==> src/inc/gclk_pkg.sv <==
package gclk_pkg;

    // Network dimensions.
    localparam int N_INDEX = 8;
    localparam int N_BUF = 16;
    localparam int N_PAD = 16;
    localparam int N_QUAD = 4;
    localparam int MGR_OUTS = 4;
    localparam int MGR_MAX = 4;

    // Buffers at positions p and p + EXCL_SPAN of one edge share routing.
    localparam int EXCL_SPAN = 4;

    // Reset and idle levels.
    localparam logic RST_LEVEL = 1'b0;
    localparam logic SEL_FIRST = 1'b0;
    localparam logic EN_ON = 1'b1;

    // Where a buffer clock input is taken from.
    typedef enum logic [1:0] {
        SRC_PAD = 2'h0,
        SRC_MGR = 2'h1,
        SRC_FABRIC = 2'h2
    } src_kind_t;

    // How a buffer is used.
    typedef enum logic [1:0] {
        MODE_BUF = 2'h0,
        MODE_GATED = 2'h1,
        MODE_MUX = 2'h2
    } buf_mode_t;

    // Pad: idx[1:0] pad of own quadrant. Manager: idx[3:2] unit,
    // idx[1:0] output. Fabric: idx selects one of sixteen lines.
    typedef struct packed {
        src_kind_t kind;
        logic [3:0] idx;
    } src_cfg_t;

    // The two source lines shared by a primary and its partner.
    typedef struct packed {
        src_cfg_t first;
        src_cfg_t second;
    } pair_cfg_t;

    // Per quadrant, which index uses primary and which secondary.
    typedef struct packed {
        logic [N_INDEX-1:0] use_p;
        logic [N_INDEX-1:0] use_s;
    } quad_cfg_t;

    typedef struct packed {
        logic [N_QUAD-1:0] quad;
        logic [1:0] edge_excl;
        logic [N_INDEX-1:0] sec_blocked;
    } conflict_t;

    typedef enum logic [1:0] {
        ST_RUN = 2'h1,
        ST_HOLD = 2'h2
    } sel_state_t;

endpackage : gclk_pkg

==> src/rtl/clock_select_cell.sv <==
module clock_select_cell
    import gclk_pkg::*;
(
    // Clock and reset
    input logic core_clk,
    input logic rst_n,
    // Sampled clock levels
    input logic first_clock_input,
    input logic second_clock_input,
    // Controls from general interconnect
    input logic sel,
    input logic en,
    // Buffered clock
    output logic out_ff
);

    sel_state_t st_ff;
    logic cur_ff;
    logic gate_ff;
    logic first_prev_ff;
    logic second_prev_ff;
    logic src;
    logic oth_fell;

    // Level now driving the output, and a fall of the other input.
    assign src = cur_ff ? second_clock_input : first_clock_input;
    assign oth_fell = cur_ff ? (first_prev_ff & ~first_clock_input)
                             : (second_prev_ff & ~second_clock_input);

    // Previous input levels for fall detection.
    always_ff @(posedge core_clk or negedge rst_n) begin
        if (!rst_n) begin
            first_prev_ff <= RST_LEVEL;
            second_prev_ff <= RST_LEVEL;
        end else begin
            first_prev_ff <= first_clock_input;
            second_prev_ff <= second_clock_input;
        end
    end

    // A select change is taken only while the current clock is low, so
    // a high phase is never cut; the output then waits for a fall.
    always_ff @(posedge core_clk or negedge rst_n) begin
        if (!rst_n) begin
            st_ff <= ST_RUN;
            cur_ff <= SEL_FIRST;
        end else begin
            unique case (st_ff)
                ST_RUN: begin
                    if (sel != cur_ff && !src) begin
                        st_ff <= ST_HOLD;
                    end
                end
                ST_HOLD: begin
                    if (oth_fell) begin
                        st_ff <= ST_RUN;
                        cur_ff <= ~cur_ff;
                    end
                end
                default: st_ff <= ST_RUN;
            endcase
        end
    end

    // Enable is sampled in the low phase, so a pulse passes whole.
    always_ff @(posedge core_clk or negedge rst_n) begin
        if (!rst_n) begin
            gate_ff <= RST_LEVEL;
        end else if (!src) begin
            gate_ff <= en;
        end
    end

    // Output is held low while a switch is pending.
    always_ff @(posedge core_clk or negedge rst_n) begin
        if (!rst_n) begin
            out_ff <= RST_LEVEL;
        end else begin
            out_ff <= (st_ff == ST_RUN) & src & gate_ff;
        end
    end
endmodule : clock_select_cell

==> src/rtl/global_clock_network_routing.sv <==
// Notes on behaviour
// - Each buffer acts as glitch-free two-input multiplexer.
// - Select and enable come from general interconnect.
// - Inputs come from pads, managers or interconnect.
// - Pads reach only own-quadrant buffer clock inputs.
// - Manager outputs reach buffers on same edge.
// - Buffer outputs reach quadrants and non-clock logic.
// - Eight primary, eight secondary, identical hardware.
// - Indices 0-7, pair members on the same edge.
// - One same-index buffer per quadrant at most.
// - Paired buffers share their two inputs crosswise.
// - Edge pads feed managers; managers drive edge buffers.
// - A manager drives one buffer per exclusive pair.
// - Eight trees per quadrant, any output enters.
// - Eight buffers top centre, eight bottom centre.
// - Every quadrant sink can use any net.
// - Primary in all quadrants blocks its secondary.
// - Select low picks first input, high second.
module global_clock_network_routing
    import gclk_pkg::*;
#(
    parameter int MGRS = MGR_MAX
)(
    // Clock and reset
    input logic core_clk,
    input logic rst_n,
    // Dedicated clock pads, asynchronous
    input logic [N_PAD-1:0] pad_clk,
    // Manager outputs, edge-major, four per unit, asynchronous
    input logic [2*MGRS*MGR_OUTS-1:0] mgr_out,
    // General interconnect, one line per buffer
    input logic [N_BUF-1:0] fab_clk,
    input logic [N_BUF-1:0] fab_sel,
    input logic [N_BUF-1:0] fab_en,
    // Static routing configuration
    input pair_cfg_t [N_INDEX-1:0] pair_cfg,
    input buf_mode_t [N_BUF-1:0] buf_mode,
    input quad_cfg_t [N_QUAD-1:0] quad_cfg,
    input logic [2*MGRS-1:0][2:0] mgr_pad_sel,
    input logic [N_QUAD-1:0][2:0] tap_sel,
    // Manager inputs
    output logic [2*MGRS-1:0] manager_clock_input,
    // Buffer outputs, primaries 0-7 then secondaries 0-7
    output logic [N_BUF-1:0] gbuf_out,
    // Quadrant nets and taps
    output logic [N_QUAD-1:0][N_INDEX-1:0] quad_net,
    output logic [N_QUAD-1:0] quad_tap,
    // Configuration checker
    output conflict_t conflict,
    output logic conflict_any
);

    localparam int MGR_BITS = 2 * MGRS * MGR_OUTS;

    logic [N_PAD-1:0] pad_m_ff;
    logic [N_PAD-1:0] pad_s_ff;
    logic [MGR_BITS-1:0] mgr_m_ff;
    logic [MGR_BITS-1:0] mgr_s_ff;
    src_cfg_t [N_BUF-1:0] cfg_first;
    src_cfg_t [N_BUF-1:0] cfg_second;
    logic [N_BUF-1:0] buf_bot;
    logic [N_BUF-1:0] in_first;
    logic [N_BUF-1:0] in_second;
    logic [N_BUF-1:0] sel_in;
    logic [N_BUF-1:0] en_in;
    logic [1:0][MGR_MAX-1:0][N_INDEX-1:0] drv;
    logic [1:0] excl;
    logic [N_QUAD-1:0] quad_both;
    logic [N_INDEX-1:0] p_all;
    logic [N_INDEX-1:0] s_any;
    logic [N_INDEX-1:0] sec_blocked;

    if (MGRS < 1 || MGRS > MGR_MAX) begin : g_bad_mgrs
        $error("MGRS must lie between one and MGR_MAX");
    end

    // Pads and manager outputs are foreign clocks; two stages each.
    always_ff @(posedge core_clk or negedge rst_n) begin
        if (!rst_n) begin
            pad_m_ff <= '0;
            pad_s_ff <= '0;
            mgr_m_ff <= '0;
            mgr_s_ff <= '0;
        end else begin
            pad_m_ff <= pad_clk;
            pad_s_ff <= pad_m_ff;
            mgr_m_ff <= mgr_out;
            mgr_s_ff <= mgr_m_ff;
        end
    end

    // Resolves one buffer clock input. Pads are limited to the buffer's
    // own quadrant and managers to its own edge, as dedicated routing
    // allows; anything else would need interconnect as a fabric source.
    function automatic logic pick(
        input src_cfg_t c,
        input logic bot,
        input logic east,
        input logic [N_PAD-1:0] pads,
        input logic [MGR_BITS-1:0] mgrs,
        input logic [N_BUF-1:0] fab
    );
        int mi;
        mi = (int'(bot) * MGRS + int'(c.idx[3:2])) * MGR_OUTS
             + int'(c.idx[1:0]);
        pick = 1'b0;
        case (c.kind)
            SRC_PAD: begin
                pick = pads[{bot, east, c.idx[1:0]}];
            end
            SRC_MGR: begin
                if (int'(c.idx[3:2]) < MGRS) begin
                    pick = mgrs[mi];
                end
            end
            SRC_FABRIC: begin
                pick = fab[c.idx];
            end
            default: begin
                pick = 1'b0;
            end
        endcase
    endfunction : pick

    // Buffer b: primary index b for b < 8, else secondary index b - 8.
    // Primary i shares its two lines with secondary i ^ 1, crosswise.
    for (genvar b = 0; b < N_BUF; b++) begin : g_buf
        localparam int IDX = b % N_INDEX;
        localparam bit SEC = (b >= N_INDEX);
        localparam int KEY = SEC ? (IDX ^ 1) : IDX;
        // Odd primaries and even secondaries sit on the top edge.
        localparam bit BOT = SEC ? (IDX % 2 == 1) : (IDX % 2 == 0);
        localparam bit EAST = (IDX / EXCL_SPAN) == 1;

        assign buf_bot[b] = BOT;
        assign cfg_first[b] = SEC ? pair_cfg[KEY].second
                                  : pair_cfg[KEY].first;
        assign cfg_second[b] = SEC ? pair_cfg[KEY].first
                                   : pair_cfg[KEY].second;
        assign in_first[b] = pick(cfg_first[b], BOT, EAST,
                                  pad_s_ff, mgr_s_ff, fab_clk);
        assign in_second[b] = pick(cfg_second[b], BOT, EAST,
                                   pad_s_ff, mgr_s_ff, fab_clk);

        // Plain buffers hold the first input and stay enabled.
        assign sel_in[b] = (buf_mode[b] == MODE_MUX) ? fab_sel[b]
                                                     : SEL_FIRST;
        assign en_in[b] = (buf_mode[b] == MODE_GATED) ? fab_en[b]
                                                      : EN_ON;

        // The same cell serves primary and secondary alike.
        clock_select_cell u_cell (
            .core_clk(core_clk),
            .rst_n(rst_n),
            .first_clock_input(in_first[b]),
            .second_clock_input(in_second[b]),
            .sel(sel_in[b]),
            .en(en_in[b]),
            .out_ff(gbuf_out[b])
        );
    end

    // Every buffer output is offered at each quadrant boundary and is
    // also a port, so non-clock logic can read it.
    for (genvar q = 0; q < N_QUAD; q++) begin : g_quad
        quadrant_clock_tree #(
            .NETS(N_INDEX)
        ) u_tree (
            .core_clk(core_clk),
            .rst_n(rst_n),
            .prim(gbuf_out[N_INDEX-1:0]),
            .sec(gbuf_out[N_BUF-1:N_INDEX]),
            .use_p(quad_cfg[q].use_p),
            .use_s(quad_cfg[q].use_s),
            .tap_sel(tap_sel[q]),
            .net_ff(quad_net[q]),
            .tap_ff(quad_tap[q])
        );
    end

    // Each manager takes any of the eight pads of its own edge.
    // A registered copy keeps the manager input free of decode glitches.
    always_ff @(posedge core_clk or negedge rst_n) begin
        if (!rst_n) begin
            manager_clock_input <= '0;
        end else begin
            for (int m = 0; m < 2 * MGRS; m++) begin
                manager_clock_input[m] <=
                    pad_s_ff[{m >= MGRS, mgr_pad_sel[m]}];
            end
        end
    end

    // Which manager drives which edge position. Only the inputs that a
    // mode really uses count, so a spare shared line raises no alarm.
    always_comb begin
        drv = '0;
        for (int b = 0; b < N_BUF; b++) begin
            if (cfg_first[b].kind == SRC_MGR
                && int'(cfg_first[b].idx[3:2]) < MGRS) begin
                drv[buf_bot[b]][cfg_first[b].idx[3:2]][b % N_INDEX] = 1'b1;
            end
            if (buf_mode[b] == MODE_MUX && cfg_second[b].kind == SRC_MGR
                && int'(cfg_second[b].idx[3:2]) < MGRS) begin
                drv[buf_bot[b]][cfg_second[b].idx[3:2]][b % N_INDEX] =
                    1'b1;
            end
        end
    end

    // Positions p and p + 4 of one edge form an exclusive pair.
    // The pair shares dedicated routing, so one manager feeds one member.
    always_comb begin
        excl = '0;
        for (int e = 0; e < 2; e++) begin
            for (int m = 0; m < MGR_MAX; m++) begin
                excl[e] = excl[e]
                    | (|(drv[e][m][N_INDEX-1:EXCL_SPAN]
                         & drv[e][m][EXCL_SPAN-1:0]));
            end
        end
    end

    // Same-index clashes per quadrant, and secondaries shut out by a
    // primary that already reaches all four quadrants.
    always_comb begin
        quad_both = '0;
        p_all = '1;
        s_any = '0;
        for (int q = 0; q < N_QUAD; q++) begin
            quad_both[q] = |(quad_cfg[q].use_p & quad_cfg[q].use_s);
            p_all = p_all & quad_cfg[q].use_p;
            s_any = s_any | quad_cfg[q].use_s;
        end
        sec_blocked = p_all & s_any;
    end

    // Checker flags are levels that follow the configuration.
    always_ff @(posedge core_clk or negedge rst_n) begin
        if (!rst_n) begin
            conflict <= '0;
            conflict_any <= RST_LEVEL;
        end else begin
            conflict.quad <= quad_both;
            conflict.edge_excl <= excl;
            conflict.sec_blocked <= sec_blocked;
            conflict_any <= |{quad_both, excl, sec_blocked};
        end
    end
endmodule : global_clock_network_routing

==> src/rtl/quadrant_clock_tree.sv <==
module quadrant_clock_tree
    import gclk_pkg::*;
#(
    parameter int NETS = N_INDEX
)(
    // Clock and reset
    input logic core_clk,
    input logic rst_n,
    // Buffer outputs by index
    input logic [NETS-1:0] prim,
    input logic [NETS-1:0] sec,
    // Quadrant entry selection
    input logic [NETS-1:0] use_p,
    input logic [NETS-1:0] use_s,
    input logic [$clog2(NETS)-1:0] tap_sel,
    // Quadrant nets and a sink tap
    output logic [NETS-1:0] net_ff,
    output logic tap_ff
);

    if (NETS < 2) begin : g_bad_nets
        $error("NETS must be at least two");
    end

    // One tree per index: primary wins a clash so a net never carries
    // two clocks at once; unused trees stay low to save power.
    always_ff @(posedge core_clk or negedge rst_n) begin
        if (!rst_n) begin
            net_ff <= '0;
        end else begin
            net_ff <= (prim & use_p) | (sec & use_s & ~use_p);
        end
    end

    // Any sink of the quadrant may take any of its nets.
    always_ff @(posedge core_clk or negedge rst_n) begin
        if (!rst_n) begin
            tap_ff <= RST_LEVEL;
        end else begin
            tap_ff <= net_ff[tap_sel];
        end
    end
endmodule : quadrant_clock_tree

==> config.mk <==
export PLATFORM = sky130hd
export DESIGN_NAME = global_clock_network_routing
export DESIGN_NICKNAME = d
export VERILOG_FILES = /design/src/inc/gclk_pkg.sv /design/src/rtl/clock_select_cell.sv /design/src/rtl/global_clock_network_routing.sv /design/src/rtl/quadrant_clock_tree.sv
export SDC_FILE = /design/constraint.sdc
export NUM_CORES = 1
export LEC_CHECK = 0
export ABC_AREA = 1
export BUFFER_PORTS_ARGS = -buffer_cell sky130_fd_sc_hd__buf_2
export CAP_MARGIN = 20
export CORE_ASPECT_RATIO = 1.5
export CORE_MARGIN = 2
export CORE_UTILIZATION = 31
export CTS_BUF_LIST = sky130_fd_sc_hd__clkbuf_4
export CTS_CLUSTER_DIAMETER = 40
export DETAILED_ROUTE_END_ITERATION = 6
export GPL_TIMING_DRIVEN = 0
export PLACE_DENSITY_LB_ADDON = 0.08
export SLEW_MARGIN = 40
export SYNTH_ARGS = -nofsm -noshare
export SYNTH_HDL_FRONTEND = slang
export SYNTH_SLANG_ARGS = --single-unit
==> constraint.sdc <==
create_clock -name core_clk -period 1.36 [get_ports core_clk]
set_input_delay 0.272 -clock core_clk [delete_from_list [all_inputs] [get_ports core_clk]]
set_output_delay 0.272 -clock core_clk [all_outputs]
set_load 0.02 [all_outputs]
==> results.json, run 1 <==
{
  "initial_core_util_pct": 31.36,
  "arrival_ns": 2.57,
  "ys.warnings.count": 0,
  "grt_pass1_wl_um": 129200,
  "ff2ff_setup_slack_ns": -0.52,
  "antenna_found_initial": 13,
  "required_ns": 2.05,
  "status": "complete, but fails checks",
  "worstMarginPinSlew_ns": 0.7049,
  "layout_min_cycle_time_ns": 1.883,
  "setup-violations-final": 172,
  "rsz0062_at_grt": "yes",
  "seq_area_frac_synth_pct": 35.31,
  "via_per_inst": 5.045,
  "crit_slowest_cell": "dfrtp_1",
  "netlist_area_mm2": 0.01784,
  "ys_types": 38,
  "grt_max_degree": 70,
  "core_mm2": 0.05690,
  "worstPathMaxFanout": 5,
  "fill_cells": 5799,
  "fin_area_mm2": 0.02759,
  "async_flop_share_pct": 100.0,
  "reg2reg_from": "mgr_s_ff[19]",
  "ys.flop_type": "dfrtp_1",
  "r2r-end": "g_buf[9].u_cell.out_ff",
  "critPathTopFamily": "simple AND/OR/NAND/NOR gates",
  "clk_pin_slew_worst_paths_ns": 0.07,
  "post-place-cells": 4022,
  "dr.first_iter.drc_count": 1379,
  "first_pass_iters": 6,
  "final_common_cell": "nand2_1",
  "holdCritPathClass": "input port to flop",
  "synthCells": 2860,
  "clk_latency_ns": 0.80,
  "final_cell_mix": "nand2_1 (1012), buf_2 (329), nand3_1 (314), dlygate4sd3_1 (256), inv_1 (217)",
  "die_width_um": 199.9,
  "ant_nets": 0,
  "setup_slack_ns": -0.5231,
  "power.leakage_nw": 13.87,
  "placementRows": 107,
  "ios": 401,
  "syn2layout_area_growth_pct": 54.63,
  "startpoint_type": "flop",
  "crit_top_cell": "nand2_2",
  "drv_cap": 0,
  "min_period_over_period_pct": 138.5,
  "multi_input_area_mm2": 0.01142,
  "ctsLongestPathBuffers": 3,
  "numPortBuffers": 395,
  "nets": 3969,
  "cts_tree": "yes",
  "reg2regPathDepth": 15,
  "holdWs_ns": 0.02550,
  "hold_viol_final": 0,
  "worstSetupPathDepth": 15,
  "area.sequential_mm2": 0.006336,
  "avgSynthCellArea_um2": 6.239,
  "slowest_delay_ns": 0.39,
  "cp_cell_sequence": "clkinvlp_4, buf_6, nand2_2, nand3_2, nand2_2, nand2_2, nand2_2, o21ai_2, nand2_2, nand2_4, inv_4, nand2_4, nand2_2, nand2_2, nor2_2",
  "grtUsageTotal_pct": 28.95,
  "finClkSkew_ns": 0.03972,
  "finalNonFillerCells": 4470,
  "critical_path_buf_inv_count": 3,
  "synth_edf_count": 0,
  "slew_headroom_pct": 52.83,
  "hp-start": "quad_cfg[23]",
  "die-area_mm2": 0.05954,
  "wl_um": 87560,
  "place_ws_ns": -0.9408,
  "dr_total_vias": 22551,
  "numCtsBuffers": 71,
  "grt_pass1_vias": 22550,
  "synth_seq_cells": 251,
  "crit_path_start": "mgr_s_ff[19]",
  "route.detailed.drc": 0,
  "post_dp_cell_area_mm2": 0.02124,
  "peakVddDrop_mv": 0.8558,
  "wl_per_cell_um": 19.59,
  "powerDensity_mw_per_mm2": 1082,
  "critPathCapture": "g_buf[9].u_cell.out_ff",
  "syn_nets": 3186,
  "layout-drive-gt1-share_pct": 30.87,
  "cp-end-kind": "flop",
  "gp_congestion": 0.9230,
  "htreeDepth": 3,
  "cts_sinks": 251,
  "hpwl_um": 64790,
  "grt.overflow.total": 0,
  "violations": "setup timing",
  "die_y_um": 297.8,
  "worstSetupPathType": "flop to flop",
  "max_freq_mhz": 531.0,
  "slew_violations": 0,
  "cts-root-buf": "clkbuf_4"
}
[per-stage QoR]
stage / utilization (%) / TNS, ns / total power, mW
CTS: 46.65 / -58.67 / 29.13
floorplan: - / -0.6707 / 15.68
finish: 48.49 / -51.23 / 29.85
global route: 48.47 / -65.90 / 31.85
detailed placement: 37.33 / -57.43 / 19.29
global placement: 37.12 / -1219.20 / 19.12
[power breakdown]
| group | leakage, nW | switching, mW | internal, mW |
|---|---|---|---|
| Sequential | 3.00 | 1.39 | 9.18 |
| Combinational | 10.3 | 7.22 | 5.06 |
| Clock | 0.538 | 3.36 | 3.64 |
| Total | 13.9 | 12.0 | 17.9 |
[sequential cells by signal (all words and copies together) (netlist names), 14 cells and up]
register and cells:
g_buf.u_cell.st_ff 32, g_quad.u_tree.net_ff 32, mgr_m_ff 32, mgr_s_ff 32
g_buf.u_cell.cur_ff 16, g_buf.u_cell.gate_ff 16, g_buf.u_cell.out_ff 16, pad_m_ff 16
pad_s_ff 16, conflict 14
[layout make-up]
type | instances | area share (%)
Multi-Input combinational cell | 2194 | 41.39
Inverter | 313 | 4.970
Buffer | 81 | 2.648
Clock buffer | 102 | 2.775
Tap cell | 763 | 3.460
Timing Repair Buffer | 731 | 21.23
Antenna cell | 14 | 0.1270
Sequential cell | 251 | 22.96
Clock inverter | 21 | 0.4398
[worst reg2reg max path, delay by kind of cell (launching register included)]
kind,cells,cell delay [ns]
buffers and inverters,3,0.51
AO/OA/AOI/OAI,1,0.06
flip-flops,1,0.39
AND/OR/NAND/NOR,11,0.82
[worst min-delay path by stage]
stage,to,cells after the start,slack (ns)
after floorplan,conflict[0],0,-0.02
after global placement,pad_s_ff[13],0,0.33
after detailed placement,manager_clock_input[3],1,0.13
after CTS,conflict[13],5,-0.04
after global routing,conflict[11],3,0.001
final,conflict[11],3,0.03
[cells in the mapped netlist, types with 2 or more instances]
| master | instances | area share [%] |
|---|---|---|
| nor2_1 | 219 | 4.6 |
| nand3_2 | 5 | 0.28 |
| buf_2 | 33 | 0.93 |
| nor2_2 | 7 | 0.25 |
| or3_1 | 4 | 0.14 |
| inv_1 | 268 | 5.6 |
| o21ai_1 | 25 | 0.70 |
| o32ai_1 | 8 | 0.39 |
| nand4_1 | 10 | 0.35 |
| a22o_1 | 5 | 0.25 |
| a31oi_1 | 8 | 0.28 |
| buf_6 | 10 | 0.63 |
| buf_4 | 48 | 2.0 |
| nor3b_1 | 11 | 0.46 |
| o21ai_0 | 140 | 3.9 |
| nand3_1 | 410 | 11 |
| o21a_1 | 5 | 0.21 |
| nand2_2 | 5 | 0.18 |
| mux2_2 | 4 | 0.25 |
| o22ai_1 | 7 | 0.25 |
| clkbuf_1 | 11 | 0.23 |
| nor3_1 | 26 | 0.73 |
| o31ai_1 | 24 | 1.0 |
| dfstp_2 | 16 | 2.4 |
| nor4_1 | 4 | 0.14 |
| a21oi_1 | 72 | 2.0 |
| o211ai_1 | 34 | 1.4 |
| inv_2 | 45 | 0.95 |
| a221oi_1 | 4 | 0.20 |
| dfrtp_1 | 235 | 33 |
| o41ai_1 | 4 | 0.20 |
| nand2_1 | 1140 | 24 |
| nor3_2 | 2 | 0.11 |
| o21bai_1 | 7 | 0.29 |
[metal layers]
| layer | part of all wire [%] | track usage [%] | wire (um) |
|---|---|---|---|
| met2 | 50 | 51.17 | 43810 |
| met5 | 0.013 | 0 | 11 |
| met1 | 37 | 31.13 | 32100 |
| met3 | 5.4 | 4.709 | 4763 |
| met4 | 7.8 | 20.02 | 6869 |
[kinds of logic after synthesis]
kind of cell           share of synthesized area, %
DFF                                           35.31
muxes                                        0.2524
and+or+nand+nor                               42.80
AOI/OAI and AO/OA                             11.25
buffers and inverters                         10.39
[repair_timing]
item	4_1_cts	5_1_grt
hold endpoints to repair	426	4
buffers inserted	64	13
hold buffers	260	5
gates resized for setup	453	253
pin swaps	125	121
endpoints found under the setup margin	176	186
No activity file was read; power rests on OpenSTA's default activity.
==> run 2, diff against run 1 <==
--- a/config.mk
+++ b/config.mk
@@ -9,7 +9,6 @@
 export BUFFER_PORTS_ARGS = -buffer_cell sky130_fd_sc_hd__buf_2
 export CAP_MARGIN = 20
 export CORE_ASPECT_RATIO = 1.5
-export CORE_MARGIN = 2
 export CORE_UTILIZATION = 31
 export CTS_BUF_LIST = sky130_fd_sc_hd__clkbuf_4
 export CTS_CLUSTER_DIAMETER = 40
==> constraint.sdc (replaced) <==
create_clock -name core_clk -period 1.36 [get_ports core_clk]
set_input_delay 0.068 -clock core_clk [delete_from_list [all_inputs] [get_ports core_clk]]
set_output_delay 0.068 -clock core_clk [all_outputs]
set_load 0.02 [all_outputs]
==> run 2 against run 1 <==
Effect of this change:
- the run ends with hold timing, setup timing left
- sequential share of layout area shrank 1.5 points
- maximum frequency grew 11%
- combinational power grew 4%
- critical path depth down 4
- first-iteration DRC count grew 2.8%
- total power grew 1.9%
- via count rose by 4.0%
- sequential power hardly changed
- sequential cell count is the same
- die area down 1.7%
- clock skew is 0.026 ns higher
- global-route usage rose by 0.99 points
- largest cell class unchanged
==> results.json, run 2 (synthesis gave the netlist of run 1 again) <==
{
  "cp_cell_sequence": "buf_12, a21oi_1, o21ai_1, nand3_1, nand4_1, nand2_2, nand3_4, nand2_4, nand2_4, nand2_4, o21ai_1",
  "post-place-cells": 4021,
  "dr.first_iter.drc_count": 1417,
  "dr_total_vias": 23453,
  "startpoint_type": "flop",
  "clockPowerShare_pct": 23.4,
  "cp-end-kind": "flop",
  "ant_nets": 0,
  "fin_area_mm2": 0.02953,
  "power.leakage_nw": 14.73,
  "wl_um": 89610,
  "grt_pass1_vias": 23483,
  "place_ws_ns": -0.9984,
  "numPortBuffers": 395,
  "numCtsBuffers": 71,
  "arrival_ns": 2.45,
  "core_mm2": 0.05690,
  "power.switching_mw": 12.20,
  "slew_headroom_pct": 51.59,
  "cts_sinks": 251,
  "ios": 401,
  "holdWs_ns": -0.3081,
  "clk_latency_ns": 0.88,
  "pwr-share-seq_pct": 34.5,
  "p_int_mw": 18.21,
  "reg2reg_from": "mgr_s_ff[18]",
  "cts_tree": "yes",
  "grt.overflow.total": 0,
  "min_period_over_period_pct": 124.7,
  "gp_congestion": 0.9514,
  "required_ns": 2.11,
  "route.detailed.drc": 0,
  "placementRows": 107,
  "rsz0062_at_grt": "yes",
  "reg2regPathDepth": 11,
  "crit_path_start": "mgr_s_ff[18]",
  "powerDensity_mw_per_mm2": 1030,
  "hold_viol_final": 47,
  "worstMarginPinSlew_ns": 0.7235,
  "clk_pin_slew_worst_paths_ns": 0.07,
  "finalNonFillerCells": 4673,
  "post_dp_cell_area_mm2": 0.02090,
  "cts-root-buf": "clkbuf_4",
  "antenna_found_initial": 19,
  "peakVddDrop_mv": 0.8460,
  "finClkSkew_ns": 0.06540,
  "hpwl_um": 65650,
  "grt_pass1_wl_um": 131400,
  "setup_slack_ns": -0.3356,
  "holdCritPathClass": "input port to asynchronous set/reset pin",
  "nets": 4162,
  "fill_cells": 5639,
  "grtUsageTotal_pct": 29.95,
  "via_per_inst": 5.019,
  "crit_slowest_cell": "dfrtp_2",
  "p_sw_share_pct": 40.11,
  "setup-violations-final": 169,
  "worstSetupPathType": "flop to flop",
  "worstPathMaxFanout": 4,
  "pwr-share-comb_pct": 42.1,
  "wl_per_cell_um": 19.18,
  "layout_min_cycle_time_ns": 1.696,
  "slew_violations": 0,
  "htreeDepth": 3,
  "final_common_cell": "nand2_1",
  "final_cell_mix": "nand2_1 (945), dlygate4sd3_1 (445), buf_2 (352), nand3_1 (303), inv_1 (221)",
  "layout-drive-gt1-share_pct": 31.44,
  "slowest_delay_ns": 0.45,
  "die_width_um": 197.9,
  "first_pass_iters": 6,
  "drv_cap": 0,
  "status": "complete, but fails checks",
  "violations": "hold timing, setup timing",
  "post-route-util_pct": 51.91,
  "crit_top_cell": "nand2_4",
  "max_freq_mhz": 589.8,
  "initial_core_util_pct": 31.36,
  "die-area_mm2": 0.05855,
  "die_y_um": 295.8,
  "grt_max_degree": 75,
  "ctsLongestPathBuffers": 3,
  "syn2layout_area_growth_pct": 65.50
}
[run 2: cell count changes in the layout (fill, tap and decap cells not counted), moves of 12 or more]
cell           before  now
nand3_2            82  101
buf_2             329  352
buf_4              63   75
inv_2              42   60
buf_6             138  104
nand2_1          1012  945
nand2_2            82  146
dlygate4sd3_1     256  445
nor2_1            185  172
[run 2: per-layer routing]
layer | part of all wire (%) | GRT usage [%] | vias up
met3 | 4.9 | 4.469 | 300
met1 | 36 | 31.50 | 11055
met4 | 7.2 | 21.97 | 2
li1 | - | - | 11227
met2 | 52 | 53.99 | 869
met5 | 0.015 | 0 | -
[run 2: area by class of cell]
| cell class | instances | area, um^2 | area share [%] |
|---|---|---|---|
| diodes | 23 | 57.56 | 0.1949 |
| inverters | 313 | 1309 | 4.431 |
| plain buffers | 81 | 535.5 | 1.813 |
| well taps | 763 | 954.7 | 3.233 |
| flip-flops and latches | 251 | 6334 | 21.45 |
| clock inverters | 21 | 112.6 | 0.3813 |
| clock buffers | 103 | 773.2 | 2.618 |
| repair buffers | 924 | 7855 | 26.60 |
| multi-input cells | 2194 | 11600 | 39.29 |
[run 2: critical path, delay by kind of cell, from the launching register on]
kind,cells,cell delay (ns)
flip-flops,1,0.45
AND/OR/NAND/NOR,7,0.73
buffers and inverters,1,0.15
AO/OA/AOI/OAI,3,0.27
[run 2: power by group through the flow]
stage | Clock [mW] | Combinational [mW] | Sequential (mW)
2_1_floorplan | 0 | 5.22 | 10.3
3_3_place_gp | 0 | 8.65 | 10.4
3_5_place_dp | 0 | 8.79 | 10.4
4_1_cts | 7.43 | 11.6 | 10.4
5_1_grt | 7.83 | 13.9 | 10.7
6_report | 7.12 | 12.8 | 10.5
[run 2: what timing repair did]
action,4_1_cts,5_1_grt
setup endpoints to repair,175,180
pin swaps,156,124
endpoints found under the hold margin,448,56
setup buffers,57,28
resized for setup,442,343
hold buffers,446,4
[run 2: metrics by stage]
stage / TNS [ns] / power [mW]
detailed placement: -53.35 / 19.22
global route: -46.82 / 32.37
floorplan: -0.003795 / 15.56
CTS: -35.76 / 29.35
finish: -30.80 / 30.41
global placement: -1128.98 / 19.06
[run 2: final timing paths]
path                                              to  slack [ns]
hold reg to reg                          pad_s_ff[4]        0.30
hold / removal                manager_clock_input[0]       -0.31
min in group core_clk                    conflict[6]        0.02
setup reg to reg             g_buf[6].u_cell.gate_ff       -0.34
max in group asynchronous  g_buf[13].u_cell.st_ff[0]        0.49
setup / recovery             g_buf[6].u_cell.gate_ff       -0.34
